[src/shared/mlt_defs.vh]
// Overview of operation
// - decoder turns mlt-3 stream into nrz bits
// - input class is zero or nonzero level
// - prev_data keeps class of last input
// - class change gives one, else zero
// - link not ok or rx_quiet restarts decoder
// - link_status is fail, ready or ok
// - detect asserts within 5 us lpi, 1000 normal
// - detect deasserts within 5 us lpi, 350 normal
// - one detect output, timing chosen by rx_lpi
// - after tx_quiet falls, 2 us and 5 us
// - encoder drives positive, zero or negative level
// - le_flag set entering plus, cleared entering minus
`ifndef MLT_DEFS_VH
`define MLT_DEFS_VH

// ****************************************************************
// line levels and link states
// ****************************************************************
`define MLT_LVL_ZERO 2'h0
`define MLT_LVL_PLUS 2'h1
`define MLT_LVL_MINUS 2'h3
`define MLT_LINK_FAIL 2'h0
`define MLT_LINK_READY 2'h1
`define MLT_LINK_OK 2'h2

// ****************************************************************
// timing, microseconds and clock rate
// ****************************************************************
`define MLT_CLK_MHZ 200
`define MLT_SD_NORM_ASSERT_US 1000
`define MLT_SD_NORM_DEASSERT_US 350
`define MLT_SD_LPI_ASSERT_US 5
`define MLT_SD_LPI_DEASSERT_US 5
`define MLT_TX_SD_US 2
`define MLT_TX_FULL_US 5
`define MLT_SD_NORM_ASSERT_CYC (`MLT_SD_NORM_ASSERT_US * `MLT_CLK_MHZ)
`define MLT_SD_NORM_DEASSERT_CYC (`MLT_SD_NORM_DEASSERT_US * `MLT_CLK_MHZ)
`define MLT_SD_LPI_ASSERT_CYC (`MLT_SD_LPI_ASSERT_US * `MLT_CLK_MHZ)
`define MLT_SD_LPI_DEASSERT_CYC (`MLT_SD_LPI_DEASSERT_US * `MLT_CLK_MHZ)
`define MLT_TX_SD_CYC (`MLT_TX_SD_US * `MLT_CLK_MHZ)
`define MLT_TX_FULL_CYC (`MLT_TX_FULL_US * `MLT_CLK_MHZ)

// ****************************************************************
// register map, byte addresses
// ****************************************************************
`define MLT_REG_CTRL 8'h00
`define MLT_REG_SDQUAL 8'h04
`define MLT_REG_STATUS 8'h08
`define MLT_REG_SETTLE 8'h0c
`define MLT_CTRL_RST 32'h0000_0003
`define MLT_SDQUAL_RST 20'h00010
`define MLT_SETTLE_RST 16'h0080
`define MLT_CTRL_RX_EN 0
`define MLT_CTRL_TX_EN 1

`endif

[src/logic/mlt_codec.v]
// Local design decisions: the register addresses and the AHB-Lite slave port.
`timescale 1ns/1ps
`include "mlt_defs.vh"
// ****************************************************************
// low power idle line codec with signal detect timing
// ****************************************************************
module mlt_codec #(
   parameter SD_NORM_ASSERT_CYC = `MLT_SD_NORM_ASSERT_CYC,
   parameter SD_NORM_DEASSERT_CYC = `MLT_SD_NORM_DEASSERT_CYC,
   parameter SD_CNT_W = 20
) (
   input wire core_clk,
   input wire reset,
   // ahb-lite slave
   input wire hsel,
   input wire [7:0] haddr,
   input wire [1:0] htrans,
   input wire hwrite,
   input wire [2:0] hsize,
   input wire [31:0] hwdata,
   input wire hready,
   output wire hreadyout,
   output wire hresp,
   output wire [31:0] hrdata,
   // pcs side
   input wire [1:0] link_status,
   input wire rx_quiet,
   input wire tx_quiet,
   input wire rx_lpi,
   input wire tx_nrz_bit,
   input wire tx_nrz_strobe,
   input wire rx_nrz_ack,
   output wire rx_nrz_bit,
   output wire signal_detect,
   // line side
   input wire [1:0] line_rx_level,
   input wire line_rx_energy,
   output wire [1:0] line_tx_level,
   output wire line_tx_sd_ok,
   output wire line_tx_full
);

   // ****************************************************************
   // constants sized to the counters they meet
   // ****************************************************************
   localparam [SD_CNT_W-1:0] NORM_ASSERT = SD_NORM_ASSERT_CYC[SD_CNT_W-1:0];
   localparam [SD_CNT_W-1:0] NORM_DEASSERT = SD_NORM_DEASSERT_CYC[SD_CNT_W-1:0];
   // full-width copies, cut to counter width on purpose below
   localparam [31:0] LPI_ASSERT_W = `MLT_SD_LPI_ASSERT_CYC;
   localparam [31:0] LPI_DEASSERT_W = `MLT_SD_LPI_DEASSERT_CYC;
   localparam [31:0] TX_SD_W = `MLT_TX_SD_CYC;
   localparam [31:0] TX_FULL_W = `MLT_TX_FULL_CYC;
   localparam [SD_CNT_W-1:0] LPI_ASSERT = LPI_ASSERT_W[SD_CNT_W-1:0];
   localparam [SD_CNT_W-1:0] LPI_DEASSERT = LPI_DEASSERT_W[SD_CNT_W-1:0];
   localparam [15:0] TX_SD_CYC = TX_SD_W[15:0];
   localparam [15:0] TX_FULL_CYC = TX_FULL_W[15:0];

   // ****************************************************************
   // helpers
   // ****************************************************************
   // smaller of a software value and a hard ceiling, never below one
   function [SD_CNT_W-1:0] clamp_lim;
      input [SD_CNT_W-1:0] want;
      input [SD_CNT_W-1:0] ceil;
      begin
         if (want == {SD_CNT_W{1'b0}})
            clamp_lim = {{(SD_CNT_W-1){1'b0}}, 1'b1};
         else if (want > ceil)
            clamp_lim = ceil;
         else
            clamp_lim = want;
      end
   endfunction

   // ****************************************************************
   // register state
   // ****************************************************************
   reg [31:0] ctrl_reg; // rx and tx enables
   reg [SD_CNT_W-1:0] sdqual_reg; // wanted detect filter length
   reg [15:0] settle_reg; // wanted cycles to full compliance
   reg [31:0] rdata_reg; // read data, latched in the address phase
   reg wr_pend_reg; // write accepted, data phase pending
   reg [7:0] wr_addr_reg; // address of the pending write
   reg sd_reg; // signal detect output
   reg [SD_CNT_W-1:0] sd_cnt_reg; // cycles the raw input disagreed
   reg [15:0] wake_cnt_reg; // cycles since tx_quiet fell
   reg tx_sd_ok_reg; // line is above the detect threshold
   reg tx_full_reg; // line signal is fully compliant
   reg [SD_CNT_W-1:0] sd_cnt_next;
   reg sd_next;
   reg [15:0] wake_cnt_next;
   wire ahb_take; // address phase taken this edge
   wire link_ok; // receive channel intact; the software enables are applied in the restart terms
   wire rx_restart; // decoder restart condition
   wire tx_restart; // encoder restart condition
   wire [SD_CNT_W-1:0] sd_ceil; // hard ceiling for this direction
   wire [SD_CNT_W-1:0] sd_lim; // effective filter length
   wire [15:0] full_lim; // effective compliance delay
   wire [1:0] enc_level; // encoder output level
   wire enc_le; // encoder le flag
   wire dec_prev; // decoder prev class
   wire [31:0] status_word; // live status for reads

   // ****************************************************************
   // link and quiet qualification
   // ****************************************************************
   // ready and fail both count as not ok
   assign link_ok = (link_status == `MLT_LINK_OK);
   // software disable acts like an extra quiet request
   assign rx_restart = !link_ok || rx_quiet || !ctrl_reg[`MLT_CTRL_RX_EN];
   assign tx_restart = !link_ok || tx_quiet || !ctrl_reg[`MLT_CTRL_TX_EN];

   // ****************************************************************
   // decoder and encoder
   // ****************************************************************
   mlt_dec u_dec (
      .core_clk(core_clk),
      .reset(reset),
      .restart(rx_restart),
      .rx_level(line_rx_level),
      .nrz_ack(rx_nrz_ack),
      .nrz_bit(rx_nrz_bit),
      .prev_nonzero(dec_prev)
   );

   mlt_enc u_enc (
      .core_clk(core_clk),
      .reset(reset),
      .restart(tx_restart),
      .nrz_bit(tx_nrz_bit),
      .nrz_strobe(tx_nrz_strobe),
      .tx_level(enc_level),
      .le_flag(enc_le)
   );

   // encoder state is forced to zero whenever restart is up
   assign line_tx_level = enc_level;

   // ****************************************************************
   // signal detect filter
   // ****************************************************************
   // ceiling follows rx_lpi live, so entering lpi mid-count
   // shortens the wait at once rather than at the next change
   assign sd_ceil = sd_reg ? (rx_lpi ? LPI_DEASSERT : NORM_DEASSERT)
                           : (rx_lpi ? LPI_ASSERT : NORM_ASSERT);
   assign sd_lim = clamp_lim(sdqual_reg, sd_ceil);

   // count while the raw detector disagrees, flip at the limit
   always @* begin
      sd_cnt_next = {SD_CNT_W{1'b0}};
      sd_next = sd_reg;
      if (line_rx_energy != sd_reg) begin
         if (sd_cnt_reg + {{(SD_CNT_W-1){1'b0}}, 1'b1} >= sd_lim) begin
            sd_next = line_rx_energy;
            sd_cnt_next = {SD_CNT_W{1'b0}};
         end else begin
            sd_cnt_next = sd_cnt_reg + {{(SD_CNT_W-1){1'b0}}, 1'b1};
         end
      end
   end

   // detect flops
   always @(posedge core_clk) begin
      if (reset) begin
         sd_reg <= 1'b0;
         sd_cnt_reg <= {SD_CNT_W{1'b0}};
      end else begin
         sd_reg <= sd_next;
         sd_cnt_reg <= sd_cnt_next;
      end
   end

   assign signal_detect = sd_reg;

   // ****************************************************************
   // transmit wake timing
   // ****************************************************************
   // the driver is live on the first cycle out of quiet, so the
   // threshold flag rises one edge after tx_quiet falls
   assign full_lim = (settle_reg == 16'h0000) ? 16'h0001 :
                     (settle_reg > TX_FULL_CYC) ? TX_FULL_CYC : settle_reg;

   // wake counter saturates at the compliance point
   always @* begin
      wake_cnt_next = wake_cnt_reg;
      if (tx_quiet)
         wake_cnt_next = 16'h0000;
      else if (wake_cnt_reg < full_lim)
         wake_cnt_next = wake_cnt_reg + 16'h0001;
   end

   // wake flags
   always @(posedge core_clk) begin
      if (reset) begin
         wake_cnt_reg <= 16'h0000;
         tx_sd_ok_reg <= 1'b0;
         tx_full_reg <= 1'b0;
      end else begin
         wake_cnt_reg <= wake_cnt_next;
         // threshold reached well inside its 2 us budget
         tx_sd_ok_reg <= !tx_quiet && (TX_SD_CYC != 16'h0000);
         tx_full_reg <= !tx_quiet && (wake_cnt_next >= full_lim);
      end
   end

   assign line_tx_sd_ok = tx_sd_ok_reg;
   assign line_tx_full = tx_full_reg;

   // ****************************************************************
   // ahb-lite slave
   // ****************************************************************
   // zero wait states; only idle and busy are ignored
   assign ahb_take = hsel && hready && htrans[1];
   assign hreadyout = 1'b1;
   assign hresp = 1'b0;

   assign status_word = {17'h00000, tx_full_reg, tx_sd_ok_reg, enc_level, enc_le,
                         dec_prev, rx_nrz_bit, tx_quiet, rx_quiet, link_status,
                         rx_lpi, line_rx_energy, sd_reg, 1'b0};

   // read data chosen at the address phase, shown in the data phase
   always @(posedge core_clk) begin
      if (reset) begin
         rdata_reg <= 32'h0000_0000;
      end else if (ahb_take && !hwrite) begin
         case (haddr)
            `MLT_REG_CTRL: rdata_reg <= ctrl_reg;
            `MLT_REG_SDQUAL: rdata_reg <= {{(32-SD_CNT_W){1'b0}}, sdqual_reg};
            `MLT_REG_STATUS: rdata_reg <= status_word;
            `MLT_REG_SETTLE: rdata_reg <= {16'h0000, settle_reg};
            default: rdata_reg <= 32'h0000_0000;
         endcase
      end
   end

   assign hrdata = rdata_reg;

   // write captured at address phase, stored from hwdata next edge
   always @(posedge core_clk) begin
      if (reset) begin
         wr_pend_reg <= 1'b0;
         wr_addr_reg <= 8'h00;
         ctrl_reg <= `MLT_CTRL_RST;
         sdqual_reg <= `MLT_SDQUAL_RST;
         settle_reg <= `MLT_SETTLE_RST;
      end else begin
         wr_pend_reg <= ahb_take && hwrite;
         if (ahb_take)
            wr_addr_reg <= haddr;
         if (wr_pend_reg) begin
            case (wr_addr_reg)
               `MLT_REG_CTRL: ctrl_reg <= {30'h0, hwdata[1:0]};
               `MLT_REG_SDQUAL: sdqual_reg <= hwdata[SD_CNT_W-1:0];
               `MLT_REG_SETTLE: settle_reg <= hwdata[15:0];
               default: ctrl_reg <= ctrl_reg;
            endcase
         end
      end
   end
endmodule

[src/logic/mlt_dec.v]
`timescale 1ns/1ps
`include "mlt_defs.vh"
// ****************************************************************
// mlt-3 to nrz decoder
// ****************************************************************
module mlt_dec (
   input wire core_clk,
   input wire reset,
   input wire restart,
   input wire [1:0] rx_level,
   input wire nrz_ack,
   output wire nrz_bit,
   output wire prev_nonzero
);
   localparam ST_ZERO = 1'b0;
   localparam ST_ONE = 1'b1;
   reg state_reg; // current output state
   reg state_next;
   reg prev_reg; // class of the last input, 1 = nonzero
   reg prev_next;
   wire cur_nonzero; // class of the present input

   // both nonzero levels fall into one class
   assign cur_nonzero = (rx_level != `MLT_LVL_ZERO);

   // next state moves only on an acknowledge or a restart, so no bit is skipped
   always @* begin
      state_next = state_reg;
      prev_next = prev_reg;
      if (restart) begin
         state_next = ST_ZERO;
         prev_next = cur_nonzero;
      end else if (nrz_ack) begin
         prev_next = cur_nonzero;
         case (cur_nonzero != prev_reg)
            1'b1: state_next = ST_ONE;
            1'b0: state_next = ST_ZERO;
            default: state_next = ST_ZERO;
         endcase
      end
   end

   // state flops
   always @(posedge core_clk) begin
      if (reset) begin
         state_reg <= ST_ZERO;
         prev_reg <= 1'b0;
      end else begin
         state_reg <= state_next;
         prev_reg <= prev_next;
      end
   end

   assign nrz_bit = state_reg;
   assign prev_nonzero = prev_reg;
endmodule

[src/logic/mlt_enc.v]
`timescale 1ns/1ps
`include "mlt_defs.vh"
// ****************************************************************
// nrz to mlt-3 encoder
// ****************************************************************
module mlt_enc (
   input wire core_clk,
   input wire reset,
   input wire restart,
   input wire nrz_bit,
   input wire nrz_strobe,
   output wire [1:0] tx_level,
   output wire le_flag
);
   localparam ST_ZERO = 2'h0;
   localparam ST_PLUS = 2'h1;
   localparam ST_MINUS = 2'h3;
   reg [1:0] state_reg; // state code equals the driven level
   reg [1:0] state_next;
   reg le_reg; // last nonzero level was positive
   reg le_next;

   // one step per nrz one, hold on nrz zero
   always @* begin
      state_next = state_reg;
      le_next = le_reg;
      if (restart) begin
         state_next = ST_ZERO;
      end else if (nrz_strobe && nrz_bit) begin
         case (state_reg)
            ST_ZERO: begin
               if (le_reg) begin
                  state_next = ST_MINUS;
                  le_next = 1'b0;
               end else begin
                  state_next = ST_PLUS;
                  le_next = 1'b1;
               end
            end
            ST_PLUS: state_next = ST_ZERO;
            ST_MINUS: state_next = ST_ZERO;
            default: state_next = ST_ZERO;
         endcase
      end
   end

   // state flops
   always @(posedge core_clk) begin
      if (reset) begin
         state_reg <= ST_ZERO;
         le_reg <= 1'b0;
      end else begin
         state_reg <= state_next;
         le_reg <= le_next;
      end
   end

   assign tx_level = state_reg;
   assign le_flag = le_reg;
endmodule

[config.mk]
export PLATFORM = sky130hd
export DESIGN_NAME = mlt_codec
export DESIGN_NICKNAME = d
export VERILOG_FILES = /design/src/logic/mlt_codec.v /design/src/logic/mlt_dec.v /design/src/logic/mlt_enc.v
export VERILOG_INCLUDE_DIRS = /design/src /design/src/shared
export SDC_FILE = /design/constraint.sdc
export NUM_CORES = 1
export LEC_CHECK = 0
export BUFFER_PORTS_ARGS = -buffer_cell sky130_fd_sc_hd__buf_4
export CAP_MARGIN = 10
export CELL_PAD_IN_SITES_DETAIL_PLACEMENT = 1
export CELL_PAD_IN_SITES_GLOBAL_PLACEMENT = 2
export CORE_MARGIN = 2
export CORE_UTILIZATION = 38
export CTS_CLUSTER_DIAMETER = 80
export DETAILED_ROUTE_END_ITERATION = 8
export HOLD_SLACK_MARGIN = 0.1
export MAX_ROUTING_LAYER = met4
export PLACE_DENSITY_LB_ADDON = 0.1
export SLEW_MARGIN = 20
export SYNTH_ARGS = -nofsm -noshare
export SYNTH_HDL_FRONTEND = slang
export SYNTH_SLANG_ARGS = --single-unit
[constraint.sdc]
create_clock -name core_clk -period 12.5 [get_ports core_clk]
set_input_delay 1.875 -clock core_clk [delete_from_list [all_inputs] [get_ports core_clk]]
set_output_delay 1.875 -clock core_clk [all_outputs]
set_load 0.02 [all_outputs]
== Yosys cells after proc, flatten, opt, wreduce, memory -nomap -nowiden ==
Cells that the tools add are included.
Widths: inputs -> output; s select.

* Bitwise operators: 3
* Equality and inequality tests: 8
* Shift operators: 0
* Muxes and demuxes: 16
* Multiply operators: 0
* Divide/modulo/power cells: 0
* Reductions and logical operators: 30
* $lt $le $gt $ge: 5
* $add $sub $neg: 2

{| class="wikitable"
|+ Operators by type and width
! operator !! count
|-
| $pmux 20 s4 || 1
|-
| $mux 16 || 4
|-
| $mux 20 || 2
|-
| $mux 18 || 2
|-
| $eq 8x4->1 const B || 3
|-
| $add 20x1->20 const B || 1
|-
| $ge 20x20->1 || 1
|-
| $gt 20x18->1 || 1
|-
| $logic_not 20->1 || 1
|-
| $mux 17 || 1
|-
| $add 16x1->16 const B || 1
|-
| $eq 8x3->1 const B || 2
|-
| $ge 16x16->1 || 1
|-
| $gt 16x10->1 const B || 1
|-
| $logic_not 16->1 || 1
|-
| $logic_not 8->1 || 2
|-
| $lt 16x16->1 || 1
|-
| $reduce_and 2->1 || 4
|-
| $logic_and 1x1->1 || 6
|-
| $logic_not 1->1 || 5
|-
| $logic_or 1x1->1 || 4
|-
| $mux 2 || 2
|-
| $reduce_bool 2->1 || 2
|-
| $reduce_or 2->1 || 2
|-
| other kinds (8) || 13
|}

* RAM bits: 0
* Memory bits (read-only): 0
* Bits in registers: 123
* Output and inout bits: 40
* Memories: 0
* Logic and storage cells: 79
* Input port bits: 61
* Latch bits: 0

== Longest topological paths before layout ==
* Depth in word-level cells: 8
* Mapped depth: 20
* Gate-level depth less buffers: 18

== Cells and area by module ==
Synthesis repeated with hierarchy kept, for this count alone.

* Cells, all modules: 771
* Area, all modules: 6591.3 µm²

{| class="wikitable"
|+ Modules (own cells, without submodules)
! module !! sequential area each (µm²) !! times used !! area each (µm²) !! cells an instance
|-
| mlt_codec || 2122.0 || 1 || 6382.4 || 748
|-
| mlt_enc || 60.1 || 1 || 121.4 || 12
|-
| mlt_dec || 40.0 || 1 || 87.6 || 11
|}

== Worst setup path after synthesis ==
OpenSTA, ideal clock, no wires.

* Kind: input -> register
* From: input port rx_lpi
* To: register sd_cnt_reg[7]
* Arrival: 5.183 ns
* Library setup time: 0.114 ns
* Required time: 12.386 ns
* Buffers on the path: 3
* Path slack: 7.203 ns
* Stages: 18
* Path through: inv_1 > nand2_1 > ha_1 > nand4_1 > o221ai_1 > a221oi_1 > o211a_1 > a41o_1 > buf_4 > buf_4 > mux2i_1 > ha_1 > o2111a_1 > or4b_1 > a311oi_1 > or4b_4 > buf_6 > nor2b_2

* Cells in the longest elaborated chain, start to end: 7
* Elaborated cells between the ends (all ways): 8
* Those cells by class: order compare (2); mux (5); reduce/logical (1)

{| class="wikitable"
|+ RTL lines
! item !! RTL line !! RTL
|-
| from (decl) || mlt_codec.v:29 || <nowiki>input wire rx_lpi,</nowiki>
|-
| $mux 18 / $mux 17 (equally long branches) || mlt_codec.v:145, mlt_codec.v:144 ||
|-
| $mux 18 (*) || mlt_codec.v:144 || <nowiki>assign sd_ceil = sd_reg ? (rx_lpi ? LPI_DEASSERT : NORM_DEASSERT)</nowiki>
|-
| $gt 20x18->1 || mlt_codec.v:68 || <nowiki>else if (want > ceil)</nowiki>
|-
| $mux 20 (*) || mlt_codec.v:68 ||
|-
| $mux 20 (*) || mlt_codec.v:66 || <nowiki>if (want == {SD_CNT_W{1'b0}})</nowiki>
|-
| $ge 20x20->1 (*) || mlt_codec.v:153 || <nowiki>if (sd_cnt_reg + {{(SD_CNT_W-1){1'b0}}, 1'b1} >= sd_lim) begin</nowiki>
|-
| $reduce_or 3->1 (no line) (*) || - ||
|-
| to (signal assigned) || mlt_codec.v:166 || <nowiki>sd_cnt_reg <= {SD_CNT_W{1'b0}};</nowiki>
|-
| to (signal assigned) || mlt_codec.v:169 || <nowiki>sd_cnt_reg <= sd_cnt_next;</nowiki>
|-
| to (decl) || mlt_codec.v:85 || <nowiki>reg [SD_CNT_W-1:0] sd_cnt_reg;</nowiki>
|}

Mark *: on every way between the ends. The rest lies on a longest branch, timed or not.
A chain may end at the register's enable or synchronous reset.

== Worst setup path after layout ==
* From: input port rx_lpi
* To: register sd_cnt_reg[1]

The elaborated chain is that of the path after synthesis.

==> metrics <==
area of the core=between 15000 and 20000 sq um; CP required=between 10 and 15 ns; Post-Synth XOR/XNOR Area=0.0287; largest net degree at the start of global routing=between 70 and 80; Cells after Synth=roughly 770; simple-gate share of the synthesized area=0.237; clk_lat worst skew=about 0.36 ns; critical-path cell list=buf_4 > inv_1 > nand2_1 > ha_1 > nand4_1 > o221ai_1 > a221oi_1 > o211a_1 > a41o_1 > mux2i_1 > ha_1 > a21o_1 > a2111oi_2 > a311oi_1 > or4b_4 > nor2_1; IO Count=around 100; Synth Register Bits=between 100 and 150; Synth Area in Adders=0.117; Root Driver=clkbuf_16; via count=roughly 5900; Initial Util=0.389; Worst Max-Slew Pin Slew=between 1 and 1.5 ns; setup tns final=0 ns; DRC Markers=0; CP startpoint=rx_lpi; HP Class=flop to flop; grt total ovfl=0; Startpoint Class=input pin; Setup Skew=about 0.009 ns; CTS tree=yes; multiplexer area fraction after synthesis=0.0962; Final setup violation count=0; share of the synthesized area in the top cell type=0.330; layout cells sized above 1=0.156; part of the Yosys area used for sequential elements=0.330; Leakage=0.00329 uW; first-pass GRT wire length=~30 mm; post-synth top area cell=dfxtp_1; crit path max fanout=20; Reg clk slew, reported paths=about 0.080 ns; async set-reset flop share out of synthesis=0; top_reg_cell synth=dfxtp_1; Synth Area in Compound Gates=0.142; ANT cells=0; total of max-cap violations=0; GRT Util Overall=0.219; vias in the first global route=about 6000; Fin. Hold Viols=0; PwrDens=roughly 95 nW/um^2; FILL cells=2098; Final Max Tran Viols=0; Die Span X=137 um; fin crit share=0.469; die area=18800 sq um; hold_sp=wr_addr_reg[6]; slowest stage delay, CP=0.72 ns; routability cong.=0.896; Die Height=approximately 140 um; number of synthesized flops with an enable pin=0; CP dominant cell by count=ha_1; Layout Cells excl Fill=between 1000 and 1500; family with the most delay on the worst path=compound AO/OA/AOI/OAI gates; smallest hold slack=between 0.4 and 0.5 ns; final core utilization=0.447; VDD IR max=0.0000702 V; Critical Path End Type=flop; Final min period=between 5 and 6 ns; run status=finished clean; dominant combinational cell family by area after synthesis=simple AND/OR/NAND/NOR gates; f_max=approximately 0.17 GHz; Worst EP arrival=~6.2 ns; RSZ-0062 raised after global routing=no; Crit Path Class=input pin to flop; Layout Nets=approximately 960; Mapped Area=roughly 6700 sq um; DRT iter0 DRCs=about 250; CTS Hold Buffers Added=0; placed cell count=1049; Max H-tree Level=3; Final ANT Viol Nets=0; synth warn=0; Yosys cell types=64; slowest CP cell=or4b_4; Rows=48; routed len/inst=approximately 18 um; IO Port Bufs=70; Area growth, synth to finish=14.9%; drt via density=around 5.5; DP Wirelength=between 15 and 20 mm; syn avg cell area=just under 9 sq um; Post-CTS Setup Repair Bufs=0; Resized Gates After CTS=0; Rel. slew slack=0.297; final WL=19.4 mm; Area contributors post-synth=dfxtp_1 33%, ha_1 12%, mux2i_1 7.4%, nor2_1 5.6%, nand2_1 3.3%; CTS Buf Count=9; initial antenna violation count=0; worst r2r src=settle_reg[11]; CP Buf/Inv Count=2; clk sinks=approximately 110; first-pass iteration count of the detailed router=4; clk buf depth=2
[routing by layer]
metal / vias to the layer above / track usage / share of wire
li1: 2882 / - / -
met1: 2861 / 0.259 / 0.44
met2: 98 / 0.391 / 0.51
met3: 22 / 0.0359 / 0.034
met4: 0 / 0.0481 / 0.012
met5: - / - / 0
[synth_stat cells (4+ instances only)]
master,count
nor3_1,13
a211o_1,6
inv_1,14
a22o_1,14
nand3_1,24
a22oi_1,20
a211oi_1,5
nand2b_1,12
nand4_1,13
xnor2_1,13
and4_1,5
nand2_1,60
mux2i_1,50
o21ai_0,29
dfxtp_1,111
a21oi_1,40
and3_1,10
or3_1,14
nor2_1,100
nor2b_2,18
or4_1,9
a21o_1,8
mux2_2,11
clkbuf_1,20
buf_4,17
ha_1,63
xor2_1,9
nor2b_1,4
buf_2,7
nor4_1,9
[cells in the final DEF (no fill, tap or decap), types with 10 or more instances in the layout]
| master | instances |
|---|---|
| a21oi_1 | 40 |
| a22o_1 | 14 |
| a22oi_1 | 20 |
| and3_1 | 10 |
| buf_4 | 73 |
| conb_1 | 28 |
| dfxtp_1 | 111 |
| ha_1 | 63 |
| inv_1 | 14 |
| mux2_2 | 11 |
| mux2i_1 | 50 |
| nand2_1 | 60 |
| nand2b_1 | 12 |
| nand3_1 | 23 |
| nand4_1 | 13 |
| nor2_1 | 99 |
| nor2b_2 | 18 |
| nor3_1 | 13 |
| o21ai_0 | 29 |
| or3_1 | 14 |
| xnor2_1 | 13 |
[tightest hold or removal path: cells and delay by family, from the launching register on]
family             cells  cell delay, ns
and+or+nand+nor        1            0.05
DFF                    1            0.32
AOI/OAI and AO/OA      1            0.05
[where the power goes]
group / switching, uW / total [uW] / internal (uW)
combinational: 31.8 / 52.5 / 20.7
sequential: 2.31 / 358 / 356
clock: 141 / 321 / 180
[layout make-up]
| class | instances | area (sq um) | area share |
|---|---|---|---|
| tap | 225 | 282 | 0.0364 |
| sequential | 111 | 2220 | 0.288 |
| clock inverter | 6 | 100 | 0.0130 |
| inverter | 15 | 56.3 | 0.00729 |
| clock buffer | 10 | 229 | 0.0296 |
| multi-input combinational | 625 | 4290 | 0.555 |
| timing repair buffer | 73 | 548 | 0.0710 |
[through the flow]
stage | instance area [sq um] | worst slack, ns | power [uW]
6_report | 7720 | 6.63 | 732
5_1_grt | 7720 | 6.37 | 762
4_1_cts | 7720 | 6.67 | 742
3_5_place_dp | 7390 | 6.28 | 419
3_3_place_gp | 7390 | 6.36 | 416
2_1_floorplan | 6820 | 7.20 | 400
[cell families after synthesis]
group,count (synthesis)
simple gates,307
compound gates,143
flops,111
fa+ha+maj,63
mux,62
buf+inv,62
xor+xnor,22
other cells,2
[final timing paths]
kind	cells past startpoint	slack, ns	to
setup / recovery	16	6.63	sd_cnt_reg[1]
hold / removal	2	0.46	wr_addr_reg[6]
setup reg to reg	16	7.77	line_tx_full
hold reg to reg	2	0.46	wr_addr_reg[6]
Note: power is estimated with default switching activity, not from simulation.
